`config.mk`:
```
export PLATFORM = sky130hd
export DESIGN_NAME = ssuc_ctrl
export DESIGN_NICKNAME = d
export VERILOG_FILES = /design/src/core/ssuc_ctrl.v
export VERILOG_INCLUDE_DIRS = /design/src /design/src/include
export SDC_FILE = /design/constraint.sdc
export NUM_CORES = 1
export LEC_CHECK = 0
export BUFFER_PORTS_ARGS = -buffer_cell sky130_fd_sc_hd__clkbuf_2
export CORE_MARGIN = 3
export CORE_UTILIZATION = 50
export DETAILED_ROUTE_END_ITERATION = 8
export HOLD_SLACK_MARGIN = 0.05
export PLACE_DENSITY = 0.69
export SLEW_MARGIN = 0
export SYNTH_ARGS = -nofsm -noshare
export SYNTH_HDL_FRONTEND = slang
export SYNTH_SLANG_ARGS = --single-unit
```
`constraint.sdc`:
```
create_clock -name mclk -period 6.9 [get_ports mclk]
set_input_delay 0.69 -clock mclk [delete_from_list [all_inputs] [get_ports mclk]]
set_output_delay 0.69 -clock mclk [all_outputs]
set_load 0.01 [all_outputs]
```
`src/include/ssuc_map.vh`:
```
// Purpose: Constants of the sequencer signal and upload control block
// Assumes: Byte addresses on a 9-bit register port
// Notes:   Definitions only
`ifndef SSUC_MAP_VH
`define SSUC_MAP_VH

// ==========================================================
// Register offsets
`define SSUC_OFS_CTRL1      9'h0FC
`define SSUC_OFS_CTRL2      9'h100
`define SSUC_OFS_TASK0      9'h104
`define SSUC_TASK_STRIDE    9'h010
`define SSUC_OFS_TADDR      9'h000
`define SSUC_OFS_TPAGE      9'h004
`define SSUC_OFS_THBI       9'h008
`define SSUC_OFS_TTMO       9'h00C
`define SSUC_OFS_STATUS     9'h124

// ==========================================================
// Field positions
`define SSUC_MASK_LSB       16
`define SSUC_FLAG_MSB       15
`define SSUC_FLAG_LSB       11
`define SSUC_RSVD_BIT       7
`define SSUC_EN1_BIT        13
`define SSUC_EN0_BIT        12
`define SSUC_UPL_PORTB      10
`define SSUC_UPL_PORTA      9
`define SSUC_UPL_EXTBUS     1
`define SSUC_UPL_DMA1       2
`define SSUC_UPL_DMA3       4

// ==========================================================
// Reset values
`define SSUC_CTRL2_RST      16'h0000
`define SSUC_EN_RST         2'h0
`define SSUC_WORD_RST       32'h00000000

// ==========================================================
// Command word
`define SSUC_OP_MSB         31
`define SSUC_OP_LSB         28
`define SSUC_OP_CLRSIG      4'h0
`define SSUC_OP_PAUSE       4'h1
`define SSUC_OP_UPLOAD      4'h2
`define SSUC_OP_SETSIG      4'h3
`define SSUC_OP_JUMP        4'h4
`define SSUC_OP_STOP        4'h5
`define SSUC_CMD_INV        27
`define SSUC_CMD_OAN        26
`define SSUC_CMD_JINV       25
`define SSUC_CMD_JSEL_LSB   22
`define SSUC_EV_W           21

// ==========================================================
// Task states
`define SSUC_ST_IDLE        2'h0
`define SSUC_ST_FETCH       2'h1
`define SSUC_ST_EXEC        2'h2
`define SSUC_ST_WAIT        2'h3

`endif

```
`src/core/ssuc_ctrl.v`:
```
// Purpose: Masked signal/upload control word plus two sequencer tasks
// Assumes: Synchronous inputs, one memory read port per task
// Notes:   Read data stands one cycle after the read strobe
//          Upload pulses come only from the upload command
`include "ssuc_map.vh"
`timescale 1ns/1ps
`default_nettype none

module ssuc_ctrl (
	input  wire        mclk,
	input  wire        rst,
	input  wire [8:0]  reg_addr,
	input  wire [31:0] reg_wdata,
	input  wire        reg_wr,
	input  wire        reg_rd,
	output reg  [31:0] reg_rdata,
	input  wire [15:0] ext_events,
	output wire [1:0]  mem_req,
	output wire [63:0] mem_addr,
	input  wire [1:0]  mem_ack,
	input  wire [63:0] mem_rdata,
	output reg  [10:0] refresh_sections,
	output reg         refresh_dual_init,
	output reg         refresh_shared,
	output reg  [1:0]  task_enable,
	output reg  [4:0]  task_flags
);

	// ==========================================================
	// Decoding helpers
	function cond_met;
		input [`SSUC_EV_W-1:0] mask;
		input [`SSUC_EV_W-1:0] ev;
		input                  oan;
		input                  inv;
		reg   [`SSUC_EV_W-1:0] hit;
		begin
			hit = mask & ev;
			cond_met = (oan ? (|hit) : (hit == mask)) ^ inv;
		end
	endfunction

	function task_hit;
		input [8:0] addr;
		input [8:0] idx;
		input [8:0] ofs;
		begin
			task_hit = (addr == `SSUC_OFS_TASK0 + idx * `SSUC_TASK_STRIDE + ofs);
		end
	endfunction

	// ==========================================================
	// State
	reg  [15:0] ctrl2_reg;
	reg  [15:0] ctrl2_next;
	reg  [1:0]  en_reg;
	reg  [1:0]  en_next;
	reg  [1:0]  tmo_flag_reg;
	reg  [1:0]  tmo_flag_next;
	reg  [10:0] upl_all;
	reg  [4:0]  set_all;
	reg  [4:0]  clr_all;
	reg  [31:0] rd_next;
	wire [`SSUC_EV_W-1:0] events;
	wire [15:0] wmask;
	wire        wr_ctrl1;
	wire        wr_ctrl2;
	wire        wr_status;
	wire [1:0]  t_stop;
	wire [1:0]  t_tmo;
	wire [21:0] t_upl;
	wire [9:0]  t_set;
	wire [9:0]  t_clr;
	wire [63:0] t_pc;
	wire [63:0] t_page;
	wire [63:0] t_hbi;
	wire [63:0] t_tmov;
	wire [3:0]  t_state;
	wire [7:0]  jflags;

	assign wmask     = reg_wdata[31:`SSUC_MASK_LSB];
	assign wr_ctrl1  = reg_wr && (reg_addr == `SSUC_OFS_CTRL1);
	assign wr_ctrl2  = reg_wr && (reg_addr == `SSUC_OFS_CTRL2);
	assign wr_status = reg_wr && (reg_addr == `SSUC_OFS_STATUS);
	assign events    = {ctrl2_reg[`SSUC_FLAG_MSB:`SSUC_FLAG_LSB], ext_events};
	// Selects beyond the five flags read as clear
	assign jflags    = {3'b000, ctrl2_reg[`SSUC_FLAG_MSB:`SSUC_FLAG_LSB]};

	// ==========================================================
	// Sequencer tasks
	genvar g;
	generate
		for (g = 0; g < 2; g = g + 1) begin : g_task
			reg  [1:0]  st_reg;
			reg  [31:0] pc_reg;
			reg  [31:0] page_reg;
			reg  [31:0] hbi_reg;
			reg  [31:0] tmo_reg;
			reg  [31:0] cnt_reg;
			reg  [31:0] cmd_reg;
			reg         req_reg;
			wire [3:0]  op;
			wire        in_exec;
			wire        wait_ok;
			wire        jump_ok;
			wire        expire;
			wire        is_upload;
			wire        is_setsig;
			wire        is_clrsig;
			wire        is_stop;
			localparam [8:0] TIDX = g;

			assign op      = cmd_reg[`SSUC_OP_MSB:`SSUC_OP_LSB];
			assign in_exec = (st_reg == `SSUC_ST_EXEC);
			// Opcode decode
			assign is_upload = in_exec && (op == `SSUC_OP_UPLOAD);
			assign is_setsig = in_exec && (op == `SSUC_OP_SETSIG);
			assign is_clrsig = in_exec && (op == `SSUC_OP_CLRSIG);
			assign is_stop   = in_exec && (op == `SSUC_OP_STOP);
			// Event wait, AND or OR over the selected events, optional inversion
			assign wait_ok = cond_met(cmd_reg[`SSUC_EV_W-1:0], events,
				cmd_reg[`SSUC_CMD_OAN], cmd_reg[`SSUC_CMD_INV]);
			// Conditional jump on one task flag
			assign jump_ok = jflags[cmd_reg[24:22]]
				^ cmd_reg[`SSUC_CMD_JINV];
			assign expire  = (st_reg == `SSUC_ST_WAIT) && !wait_ok && (tmo_reg != 32'h0)
				&& (cnt_reg + 32'h1 >= tmo_reg);

			assign t_tmo[g]  = expire;
			assign t_stop[g] = expire || is_stop;
			// Sections from the command ORed with the control word, bit 7 dropped
			assign t_upl[g*11 +: 11] = is_upload ?
				((cmd_reg[10:0] | ctrl2_reg[10:0]) & 11'h77F) : 11'h000;
			assign t_set[g*5 +: 5] = is_setsig ?
				cmd_reg[4:0] : 5'h00;
			assign t_clr[g*5 +: 5] = is_clrsig ?
				cmd_reg[4:0] : 5'h00;
			assign mem_req[g]          = req_reg;
			assign mem_addr[g*32 +: 32] = pc_reg;
			assign t_pc[g*32 +: 32]    = pc_reg;
			assign t_page[g*32 +: 32]  = page_reg;
			assign t_hbi[g*32 +: 32]   = hbi_reg;
			assign t_tmov[g*32 +: 32]  = tmo_reg;
			assign t_state[g*2 +: 2]   = st_reg;

			// Per-task register set
			always @(posedge mclk) begin
				if (rst) begin
					page_reg <= `SSUC_WORD_RST;
					hbi_reg  <= `SSUC_WORD_RST;
					tmo_reg  <= `SSUC_WORD_RST;
				end else begin
					if (task_hit(reg_addr, TIDX, `SSUC_OFS_TPAGE) && reg_wr)
						page_reg <= reg_wdata;
					if (task_hit(reg_addr, TIDX, `SSUC_OFS_THBI) && reg_wr)
						hbi_reg <= reg_wdata;
					if (task_hit(reg_addr, TIDX, `SSUC_OFS_TTMO) && reg_wr)
						tmo_reg <= reg_wdata;
				end
			end

			always @(posedge mclk) begin
				if (rst) begin
					st_reg  <= `SSUC_ST_IDLE;
					pc_reg  <= `SSUC_WORD_RST;
					cnt_reg <= `SSUC_WORD_RST;
					cmd_reg <= `SSUC_WORD_RST;
					req_reg <= 1'b0;
				end else begin
					case (st_reg)
						`SSUC_ST_IDLE: begin
							// Start on enable
							if (en_reg[g]) begin
								st_reg  <= `SSUC_ST_FETCH;
								req_reg <= 1'b1;
							end
						end
						`SSUC_ST_FETCH: begin
							// Command word from system memory
							if (mem_ack[g]) begin
								cmd_reg <= mem_rdata[g*32 +: 32];
								pc_reg  <= pc_reg + 32'h4;
								req_reg <= 1'b0;
								st_reg  <= `SSUC_ST_EXEC;
							end
						end
						`SSUC_ST_EXEC: begin
							cnt_reg <= `SSUC_WORD_RST;
							if (op == `SSUC_OP_JUMP && jump_ok)
								pc_reg <= {page_reg[31:22], cmd_reg[19:0], 2'b00};
							if (!en_reg[g] || op == `SSUC_OP_STOP) begin
								st_reg <= `SSUC_ST_IDLE;
							end else if (op == `SSUC_OP_PAUSE) begin
								st_reg <= `SSUC_ST_WAIT;
							end else begin
								st_reg  <= `SSUC_ST_FETCH;
								req_reg <= 1'b1;
							end
						end
						`SSUC_ST_WAIT: begin
							cnt_reg <= cnt_reg + 32'h1;
							if (!en_reg[g] || expire) begin
								st_reg <= `SSUC_ST_IDLE;
							end else if (wait_ok) begin
								st_reg  <= `SSUC_ST_FETCH;
								req_reg <= 1'b1;
							end
						end
						default: begin
							st_reg  <= `SSUC_ST_IDLE;
							req_reg <= 1'b0;
						end
					endcase
					// Software load of the program address
					if (task_hit(reg_addr, TIDX, `SSUC_OFS_TADDR) && reg_wr)
						pc_reg <= reg_wdata;
				end
			end
		end
	endgenerate

	// ==========================================================
	// Control word and task flags
	always @* begin
		upl_all = t_upl[10:0] | t_upl[21:11];
		set_all = t_set[4:0] | t_set[9:5];
		clr_all = t_clr[4:0] | t_clr[9:5];
		ctrl2_next = ctrl2_reg;
		if (wr_ctrl2)
			ctrl2_next = (ctrl2_reg & ~wmask) | (reg_wdata[15:0] & wmask);
		// Task clear, then task set: a set never loses
		ctrl2_next[`SSUC_FLAG_MSB:`SSUC_FLAG_LSB] =
			(ctrl2_next[`SSUC_FLAG_MSB:`SSUC_FLAG_LSB] & ~clr_all) | set_all;
		ctrl2_next[`SSUC_RSVD_BIT] = 1'b0;
	end

	// ==========================================================
	// Task enables
	always @* begin
		en_next = en_reg & ~t_stop;
		// Host write beats a hardware stop in the same cycle
		if (wr_ctrl1) begin
			if (wmask[`SSUC_EN1_BIT])
				en_next[1] = reg_wdata[`SSUC_EN1_BIT];
			if (wmask[`SSUC_EN0_BIT])
				en_next[0] = reg_wdata[`SSUC_EN0_BIT];
		end
	end

	// ==========================================================
	// Timeout flags
	always @* begin
		tmo_flag_next = tmo_flag_reg;
		// Write of one clears; a new timeout wins
		if (wr_status)
			tmo_flag_next = tmo_flag_reg & ~reg_wdata[1:0];
		tmo_flag_next = tmo_flag_next | t_tmo;
	end

	// ==========================================================
	// Read mux
	always @* begin
		rd_next = 32'h00000000;
		// Unmapped addresses read as zero
		if (reg_addr == `SSUC_OFS_CTRL1) begin
			rd_next[`SSUC_EN1_BIT] = en_reg[1];
			rd_next[`SSUC_EN0_BIT] = en_reg[0];
		end else if (reg_addr == `SSUC_OFS_CTRL2) begin
			rd_next = {16'h0000, ctrl2_reg};
		end else if (reg_addr == `SSUC_OFS_STATUS) begin
			rd_next = {24'h000000, t_state, 2'b00, tmo_flag_reg};
		end else if (task_hit(reg_addr, 9'h000, `SSUC_OFS_TADDR)) begin
			rd_next = t_pc[31:0];
		end else if (task_hit(reg_addr, 9'h000, `SSUC_OFS_TPAGE)) begin
			rd_next = t_page[31:0];
		end else if (task_hit(reg_addr, 9'h000, `SSUC_OFS_THBI)) begin
			rd_next = t_hbi[31:0];
		end else if (task_hit(reg_addr, 9'h000, `SSUC_OFS_TTMO)) begin
			rd_next = t_tmov[31:0];
		end else if (task_hit(reg_addr, 9'h001, `SSUC_OFS_TADDR)) begin
			rd_next = t_pc[63:32];
		end else if (task_hit(reg_addr, 9'h001, `SSUC_OFS_TPAGE)) begin
			rd_next = t_page[63:32];
		end else if (task_hit(reg_addr, 9'h001, `SSUC_OFS_THBI)) begin
			rd_next = t_hbi[63:32];
		end else if (task_hit(reg_addr, 9'h001, `SSUC_OFS_TTMO)) begin
			rd_next = t_tmov[63:32];
		end
	end

	// ==========================================================
	// Registers and outputs
	always @(posedge mclk) begin
		if (rst) begin
			ctrl2_reg         <= `SSUC_CTRL2_RST;
			en_reg            <= `SSUC_EN_RST;
			tmo_flag_reg      <= 2'h0;
			reg_rdata         <= `SSUC_WORD_RST;
			refresh_sections  <= 11'h000;
			refresh_dual_init <= 1'b0;
			refresh_shared    <= 1'b0;
			task_enable       <= `SSUC_EN_RST;
			task_flags        <= 5'h00;
		end else begin
			ctrl2_reg    <= ctrl2_next;
			en_reg       <= en_next;
			tmo_flag_reg <= tmo_flag_next;
			reg_rdata    <= reg_rd ? rd_next : 32'h00000000;
			// One pulse per selected section
			refresh_sections  <= upl_all;
			refresh_dual_init <= upl_all[`SSUC_UPL_PORTB] & upl_all[`SSUC_UPL_PORTA];
			refresh_shared    <= |upl_all[`SSUC_UPL_DMA3:`SSUC_UPL_EXTBUS];
			// Registered copies of enables and flags
			task_enable       <= en_next;
			task_flags        <= ctrl2_next[`SSUC_FLAG_MSB:`SSUC_FLAG_LSB];
		end
	end

endmodule

`default_nettype wire

```
==> results by stage, run 1 <==
Setup path:
- For this run, the slowest stage of the critical path takes 0.80 ns.
- The cell depth of the worst flop-to-flop path is 15.
- The slowest stage of the critical path belongs to the cell sky130_fd_sc_hd__o31ai_1.
- The setup path with the least slack is of type flip-flop to flip-flop.
- The critical path runs through a total of 15 cells.
- Traced cell by cell, the critical path runs through ha_1, and3_1, and4_1, nand4_1, nor2_1, and3_1, xor2_1, ha_1, a21oi_1, nand2_1, a221oi_1, o211ai_1, o31ai_1, a21oi_1, a21bo_2.
- The kind of launch point of the worst setup path is a flip-flop.
- The cell type group with the largest total delay on the critical path is compound AO/OA/AOI/OAI gates.
- STA classifies the critical path endpoint as a flip-flop.
- The biggest fanout along the worst timing path is 7.
- The worst path required time is 7.46 ns.
- The critical path contains buffers and inverters numbering 0 combined.
- Data on the critical path arrives at its endpoint at 5.05 ns.

Power and ir drop:
- The power density of the placed cells is 208.4 nW/um^2.
- Cell internal power was estimated by the tool at 4.213 mW.
- The peak supply drop is 0.1462 mV.
- The switching power share of the total is 0.2408.
- Summed over all cells, the static leakage comes to 9.314 nW.
- The net switching component of the power is 1.337 mW.
- The sequential power share is 0.471.
- The clock network fraction of total power is 0.493.
- The share of total power dissipated in combinational logic is 0.036.
- The overall power after layout is 5.550 mW.

Yosys:
- The synthesized design spends more area on one cell type than any other, namely sky130_fd_sc_hd__dfxtp_1.
- The cell area that synthesis handed to floorplanning was 23690 sq um.
- During synthesis, Yosys emitted a total of 0 warnings.
- By instance count, the leading cell after synthesis is sky130_fd_sc_hd__nand2_1.
- Of the synthesized area, sequential elements account for 0.3811.
- The commonest cells after synthesis are sky130_fd_sc_hd__nand2_1, sky130_fd_sc_hd__dfxtp_1, sky130_fd_sc_hd__a21oi_1.
- Synthesis produced a netlist with a net count of 3332.
- A synthesized cell averages 7.552 sq um.
- The share of synthesized area in the top cell type comes to 0.3811.
- Counting every instance in the synthesized netlist gives 3137.
- The async set-or-reset flop fraction in the synthesized netlist is 0.
- Synthesis instantiated 79 different standard cells from the library.
- Yosys mapped a number of flops with a built-in enable equal to 0.
- Yosys attributes the largest share of cell area to sky130_fd_sc_hd__dfxtp_1, sky130_fd_sc_hd__nand2_1, sky130_fd_sc_hd__a21oi_1.
- The post-synthesis sequential element count is 451.
- The top flip-flop cell by instance count after synthesis is sky130_fd_sc_hd__dfxtp_1.

Worst hold path:
- The class of the worst hold path is primary input to flip-flop.
- The worst hold path was traced through 3 stages.

Cells and area:
- Leaving out filler cells and counting taps, the final layout contains 3868.
- The count of fill cells added during filler insertion is 4382.
- Of the cells placed in the final design, the portion with a size suffix greater than 1 is 0.1295.
- The signed area change from the synthesized netlist to the final layout is 12.43%.
- The post-route standard cell area excluding fillers is 26640 sq um.
- For this run, the share of the core covered by cells in the final layout is 0.5709.
- The number of nets in the final layout is 3413.

Clock network:
- The clock tree from TritonCTS is yes.
- The buffer depth of the longest clock path is 3.
- The clock sink count is 451.
- In this run the post-CTS setup repair buffer count came out at 0.
- The post-cts repair resize count is 0.
- The H-tree depth is 2.
- The clock tree root buffer cell is sky130_fd_sc_hd__clkbuf_16.
- The number of hold buffers added after cts is 0.
- The insertion delay of the later-clocked pin in the worst-skew pair is 0.62 ns.
- The number of buffers added by the clock tree synthesis step is 49.
- After clock tree synthesis, the clock-pin slew on the worst setup and hold paths is 0.06 ns.

Global routing:
- The layer flagged by global routing as most heavily used is met2.
- The number of antenna violations at the first check in global routing was 4.
- The wire length of the first global-routing pass is 141200 microns.
- The maximum number of pins on one net before global-route repair is 240.
- After global routing the overflow that remains totals 0.
- The global routing met1 resource utilization is 0.4810.
- The aggregate global-route resource usage is 0.3688.
- The via count of the first global-routing pass is 22680.
- In the global route stage, met3 resource usage came out at 0.09501.
- For met2 alone, demand over resource in global routing was 0.5508.

Drt:
- The total wirelength of the detailed-routed design is 95820 microns.
- Across all layers, the routed design uses 24660 vias.
- The routed wire length per instance is 24.77 microns.
- The DRC violations left is 3.
- In the routed layout, each cell is associated on average with a via count of 6.375.
- The number of design-rule violations left by the first detailed-router iteration is 3391.
- The first detailed-routing pass ran for 9 iterations.
- In this run the remaining antenna-violating nets after routing total 0.

Placed design:
- The number of buffers added on ports is 241.
- Once detailed placement completed, the half-perimeter wirelength came to 68210 microns.
- At the end of routability-driven placement, the weighted congestion stood at 0.9931.
- The number of placed cells counting well taps is 3774.
- The setup slack after placement is 2.483 ns.
- After detailed placement, the total cell area comes to 24970 sq um.

Timing:
- The maximum frequency from static timing analysis is 0.2227 GHz.
- In the finished design, the share of the clock period the worst path needs comes to 0.6507.
- The number of hold-slack violations in the final timing report is 0.
- Setup repair after global routing left no endpoint under its margin.
- The minimum hold slack is 0.2887 ns.
- The headroom to the max-slew limit is 0.1128.
- The final critical path time including I/O delays and setup is 4.490 ns.
- Setup violations remaining at the end of the flow were counted as 0.
- For the final database, setup skew stands at 0.01630 ns.
- The slew at the pin closest to its max-slew limit is 1.328 ns.
- The setup slack of the critical path after layout is 2.410 ns.
- Adding up every negative setup slack in the final design gives 0 ns.
- The number of max-slew violations in the final report is 0.

Status:
- The run finished, with violations left.
- The checks that failed: DRC.

Die:
- The floorplan step defined a die boundary enclosing 50030 sq um.
- The die is 223.7 microns wide.
- The initial utilization of the core area, before any placement, comes to 0.5078.
- The floorplan has 79 rows.
- In this run the standard cell core region covers 46650 sq um.
- The number of ports placed on the die boundary is 245.
- In this run the vertical extent of the chip is 223.7 microns.

Job:
- The number of violations of the max-capacitance limit is 0.
[cell families after synthesis]
family,after synthesis,synth area share
other,1,0.0001583
multiplexers,13,0.006602
XOR/XNOR,102,0.03771
AO/OA/AOI/OAI,891,0.2393
buffers and inverters,359,0.06274
adder cells (fa/ha/maj),68,0.03591
AND/OR/NAND/NOR,1252,0.2365
flip-flops,451,0.3811
[per-layer routing]
layer | wire (microns) | up-vias | part of all wire
li1 | - | 11230 | -
met4 | 6736 | 0 | 0.070
met3 | 11990 | 332 | 0.13
met1 | 36330 | 11510 | 0.38
met5 | 0 | - | 0
met2 | 40760 | 1584 | 0.43
[worst min-delay path: stages]
cell and delay, ns:
sky130_fd_sc_hd__clkbuf_2 0.08, sky130_fd_sc_hd__nand2_1 0.04, sky130_fd_sc_hd__a21oi_1 0.05
[placed cells by master (no fill, tap or decap), types with 33 or more instances in the layout]
master and instances:
sky130_fd_sc_hd__nand2_1 693, sky130_fd_sc_hd__dfxtp_1 451, sky130_fd_sc_hd__a21oi_1 422, sky130_fd_sc_hd__clkbuf_2 240, sky130_fd_sc_hd__nor2_1 220, sky130_fd_sc_hd__inv_1 111, sky130_fd_sc_hd__a22oi_1 99, sky130_fd_sc_hd__o21ai_0 75
sky130_fd_sc_hd__nand3_1 74, sky130_fd_sc_hd__ha_1 68, sky130_fd_sc_hd__a211oi_1 67, sky130_fd_sc_hd__nor3_1 66, sky130_fd_sc_hd__xnor2_1 64, sky130_fd_sc_hd__a221oi_1 51, sky130_fd_sc_hd__clkbuf_16 49, sky130_fd_sc_hd__xor2_1 38
sky130_fd_sc_hd__a22o_1 37, sky130_fd_sc_hd__nand4_1 33, sky130_fd_sc_hd__buf_4 33
[final timing paths]
check,from,endpoint,slack [ns]
worst min-delay path,mem_rdata[0],g_task[0].cmd_reg[0],0.29
worst max register to register,g_task[1].cnt_reg[0],g_task[1].st_reg[0],2.41
worst max-delay path,g_task[1].cnt_reg[0],g_task[1].st_reg[0],2.41
worst min register to register,g_task[0].hbi_reg[21],g_task[0].hbi_reg[21],0.45
[power by group through the flow]
stage	Sequential, mW	Combinational (mW)	Clock [mW]
CTS	2.61	0.192	2.74
global route	2.61	0.203	2.85
detailed placement	2.67	0.191	0
global placement	2.67	0.190	0
floorplan	2.67	0.0871	0
finish	2.61	0.202	2.74
[final cells by class]
class / instances / area, sq um / share of cell area
inverter: 114 / 427.9 / 0.01607
antenna: 2 / 5.005 / 0.0001879
multi-input combinational: 2327 / 13270 / 0.4980
timing repair buffer: 275 / 1484 / 0.05571
clock inverter: 24 / 237.7 / 0.008925
clock buffer: 68 / 1428 / 0.05360
sequential: 451 / 9029 / 0.3390
tap: 607 / 759.5 / 0.02851
Power figures use the tool's default switching activity.
==> run 2, diff against run 1 <==
clock period = 4.6 ns   (was 6.9 ns; I/O delays follow)
==> results by stage, run 2 (synthesis gave the netlist of run 1 again) <==
Placed design:
- The congestion estimate from routability-driven global placement came to 0.9874.
- Once placement finished, the instance area stood at 25110 sq um.
- Once detailed placement completed, the half-perimeter wirelength came to 69440 microns.
- The count of buffers added on input and output ports is 241.

Die:
- The die extent in x is 223.7 microns.
- The floorplan has 79 rows.
- The floorplan core area is 46650 sq um.
- The die covers 50030 sq um.
- The die is 223.7 microns tall.
- During I/O placement, the number of pins put on the boundary was 245.
- The starting density of the core is 0.5078.

Power and ir drop:
- The switching power share of the total is 0.2332.
- The power density of the placed cells is 310.2 nW/um^2.
- The sequential power share is 0.472.
- Of the total power, the clock network draws 0.491.
- The cell-internal power is 6.362 mW.
- The leakage power figure is 9.385 nW.
- In this run the power spent charging and discharging nets is 1.935 mW.
- The peak supply drop is 0.3480 mV.
- The portion of total power attributed to combinational logic is 0.037.

Timing:
- The final-layout setup total negative slack is 0 ns.
- The maximum frequency from static timing analysis is 0.2374 GHz.
- The count of final setup violators is 0.
- Setup repair after global routing left no endpoint under its margin.
- Dividing the final minimum period by the clock period gives 0.9157.
- The number of max-slew violations in the final report is 0.
- The minimum hold slack is 0.07737 ns.
- The routed design could run at a clock period as short as 4.212 ns.
- The headroom to the max-slew limit is 0.05982.
- The slew at the pin closest to its max-slew limit is 1.410 ns.
- Between clock sinks in the finished design, the worst skew comes to 0.01998 ns.
- The number of hold-slack violations in the final timing report is 0.

Setup path:
- The data arrival time at the worst-slack endpoint is 4.76 ns.
- Along the worst path, the maximum fanout reaches 7.
- Data on the critical path is required at its endpoint by 5.15 ns.
- The worst setup path is launched from a flip-flop.
- The critical register-to-register path startpoint is g_task[1].cnt_reg[0].
- The endpoint class of the critical path is a flip-flop.
- The classification of the worst setup path is flip-flop to flip-flop.
- The origin of the worst setup path is g_task[1].cnt_reg[0].

Global routing:
- The maximum number of pins on one net before global-route repair is 253.
- The first global-routing pass estimated 142900 microns of wire.
- The global-route congestion overflow total is 0.
- The aggregate global-route resource usage is 0.3737.
- The via count of the first global-routing pass is 22980.
- The number of antenna violations at the first check in global routing is 3.

Clock network:
- Post-CTS timing repair inserted 0 buffers for setup.
- TritonCTS built the clock tree.
- The tree is rooted in a sky130_fd_sc_hd__clkbuf_16.
- The buffer depth of the longest clock path is 3.
- The number of clock buffers added by TritonCTS is 50.
- After clock tree synthesis, the flow added hold-fix buffers numbering 0.
- After clock tree synthesis, the clock-pin slew on the worst setup and hold paths is 0.06 ns.
- The H-tree depth is 2.
- For the worst-skew pair, the clock arrives at the later sink with an insertion delay of 0.61 ns.
- The post-cts repair resize count is 0.
- CTS saw 451 sinks.

Drt:
- The routed wire length per instance is 25.03 microns.
- The total wirelength of the detailed-routed design is 97140 microns.
- The number of vias per cell is 6.378.
- The detail route stage leaves a number of antenna-violating nets equal to 0.
- The total via count after detailed routing is 24750.
- Before antenna repair, the detailed router went through 8 iterations.
- The number of design-rule violations left by the first detailed-router iteration is 3400.
- The DRC violations left is 0.

Cells and area:
- In the layout the commonest cells are sky130_fd_sc_hd__nand2_1, sky130_fd_sc_hd__dfxtp_1, sky130_fd_sc_hd__a21oi_1.
- The share of layout cells above drive strength 1 is 0.1311.
- The number of nets in the final layout is 3433.
- From synthesis to final layout, the design area changed by 12.90%.
- Summing all non-filler instances in the final layout gives an area of 26750 sq um.
- The final core utilization is 0.5733.
- Leaving out fill and tap cells, the most frequent cell in the layout is sky130_fd_sc_hd__nand2_1.

Job:
- Across the run, the number of max-cap violations was 0.

Worst hold path:
- The worst min-delay path startpoint is mem_rdata[46].
- The class of the worst hold path is primary input to flip-flop.

Status:
- The flow ran to the end, and the final reports show no timing, DRC or antenna violations.
==> run 2: layout make-up <==
type                    count  area (sq um)
fillers                  4363         19910
multi-input cells        2327         13270
flip-flops and latches    451          9029
repair buffers            294          1627
clock buffers              77          1536
well taps                 607         759.5
inverters                 114         427.9
clock inverters             9         97.59
diodes                      2         5.005
==> run 2: worst max-delay path, stage by stage, from the launching register on <==
cell and delay (ns):
sky130_fd_sc_hd__dfxtp_1 0.43, sky130_fd_sc_hd__ha_1 0.29, sky130_fd_sc_hd__and3_1 0.24, sky130_fd_sc_hd__and4_1 0.37
sky130_fd_sc_hd__nand4_1 0.30, sky130_fd_sc_hd__nor2_1 0.28, sky130_fd_sc_hd__and3_1 0.25, sky130_fd_sc_hd__xor2_1 0.19
sky130_fd_sc_hd__ha_1 0.28, sky130_fd_sc_hd__a21oi_1 0.17, sky130_fd_sc_hd__nand2_1 0.08, sky130_fd_sc_hd__a221oi_1 0.34
sky130_fd_sc_hd__o211ai_1 0.14, sky130_fd_sc_hd__o31ai_1 0.33, sky130_fd_sc_hd__buf_4 0.22, sky130_fd_sc_hd__a21oi_1 0.06
sky130_fd_sc_hd__a21bo_2 0.19
==> run 2: layer usage <==
metal  routed length (microns)  GRT usage  share of wire
met4                      7371     0.2505          0.076
met2                     41230     0.5578           0.42
met1                     37610     0.4793           0.39
met5                        14          0        0.00014
met3                     10920    0.09317           0.11
==> run 2: path summary, 6_finish.rpt <==
check             slack, ns                     to  cells past startpoint
setup / recovery       0.39    g_task[1].st_reg[0]                     16
hold / removal         0.08  g_task[1].cmd_reg[14]                      3
setup reg to reg       0.39    g_task[1].st_reg[0]                     16
hold reg to reg        0.45  g_task[0].hbi_reg[21]                      2
==> run 2: power groups by stage <==
| stage | registers (mW) | clock network (mW) | logic (mW) |
|---|---|---|---|
| 2_1_floorplan | 4.00 | 0 | 0.131 |
| 3_3_place_gp | 4.00 | 0 | 0.288 |
| 3_5_place_dp | 4.00 | 0 | 0.289 |
| 4_1_cts | 3.92 | 4.08 | 0.290 |
| 5_1_grt | 3.92 | 4.24 | 0.308 |
| 6_report | 3.92 | 4.07 | 0.304 |
==> run 2: per-stage QoR <==
step	cells	setup slack (ns)	total power [mW]
2_1_floorplan	3137	1.081	4.131
3_3_place_gp	3793	0.6082	4.292
3_5_place_dp	3793	0.4919	4.293
4_1_cts	3879	0.4186	8.292
5_1_grt	3879	0.1880	8.461
6_report	3881	0.3879	8.297
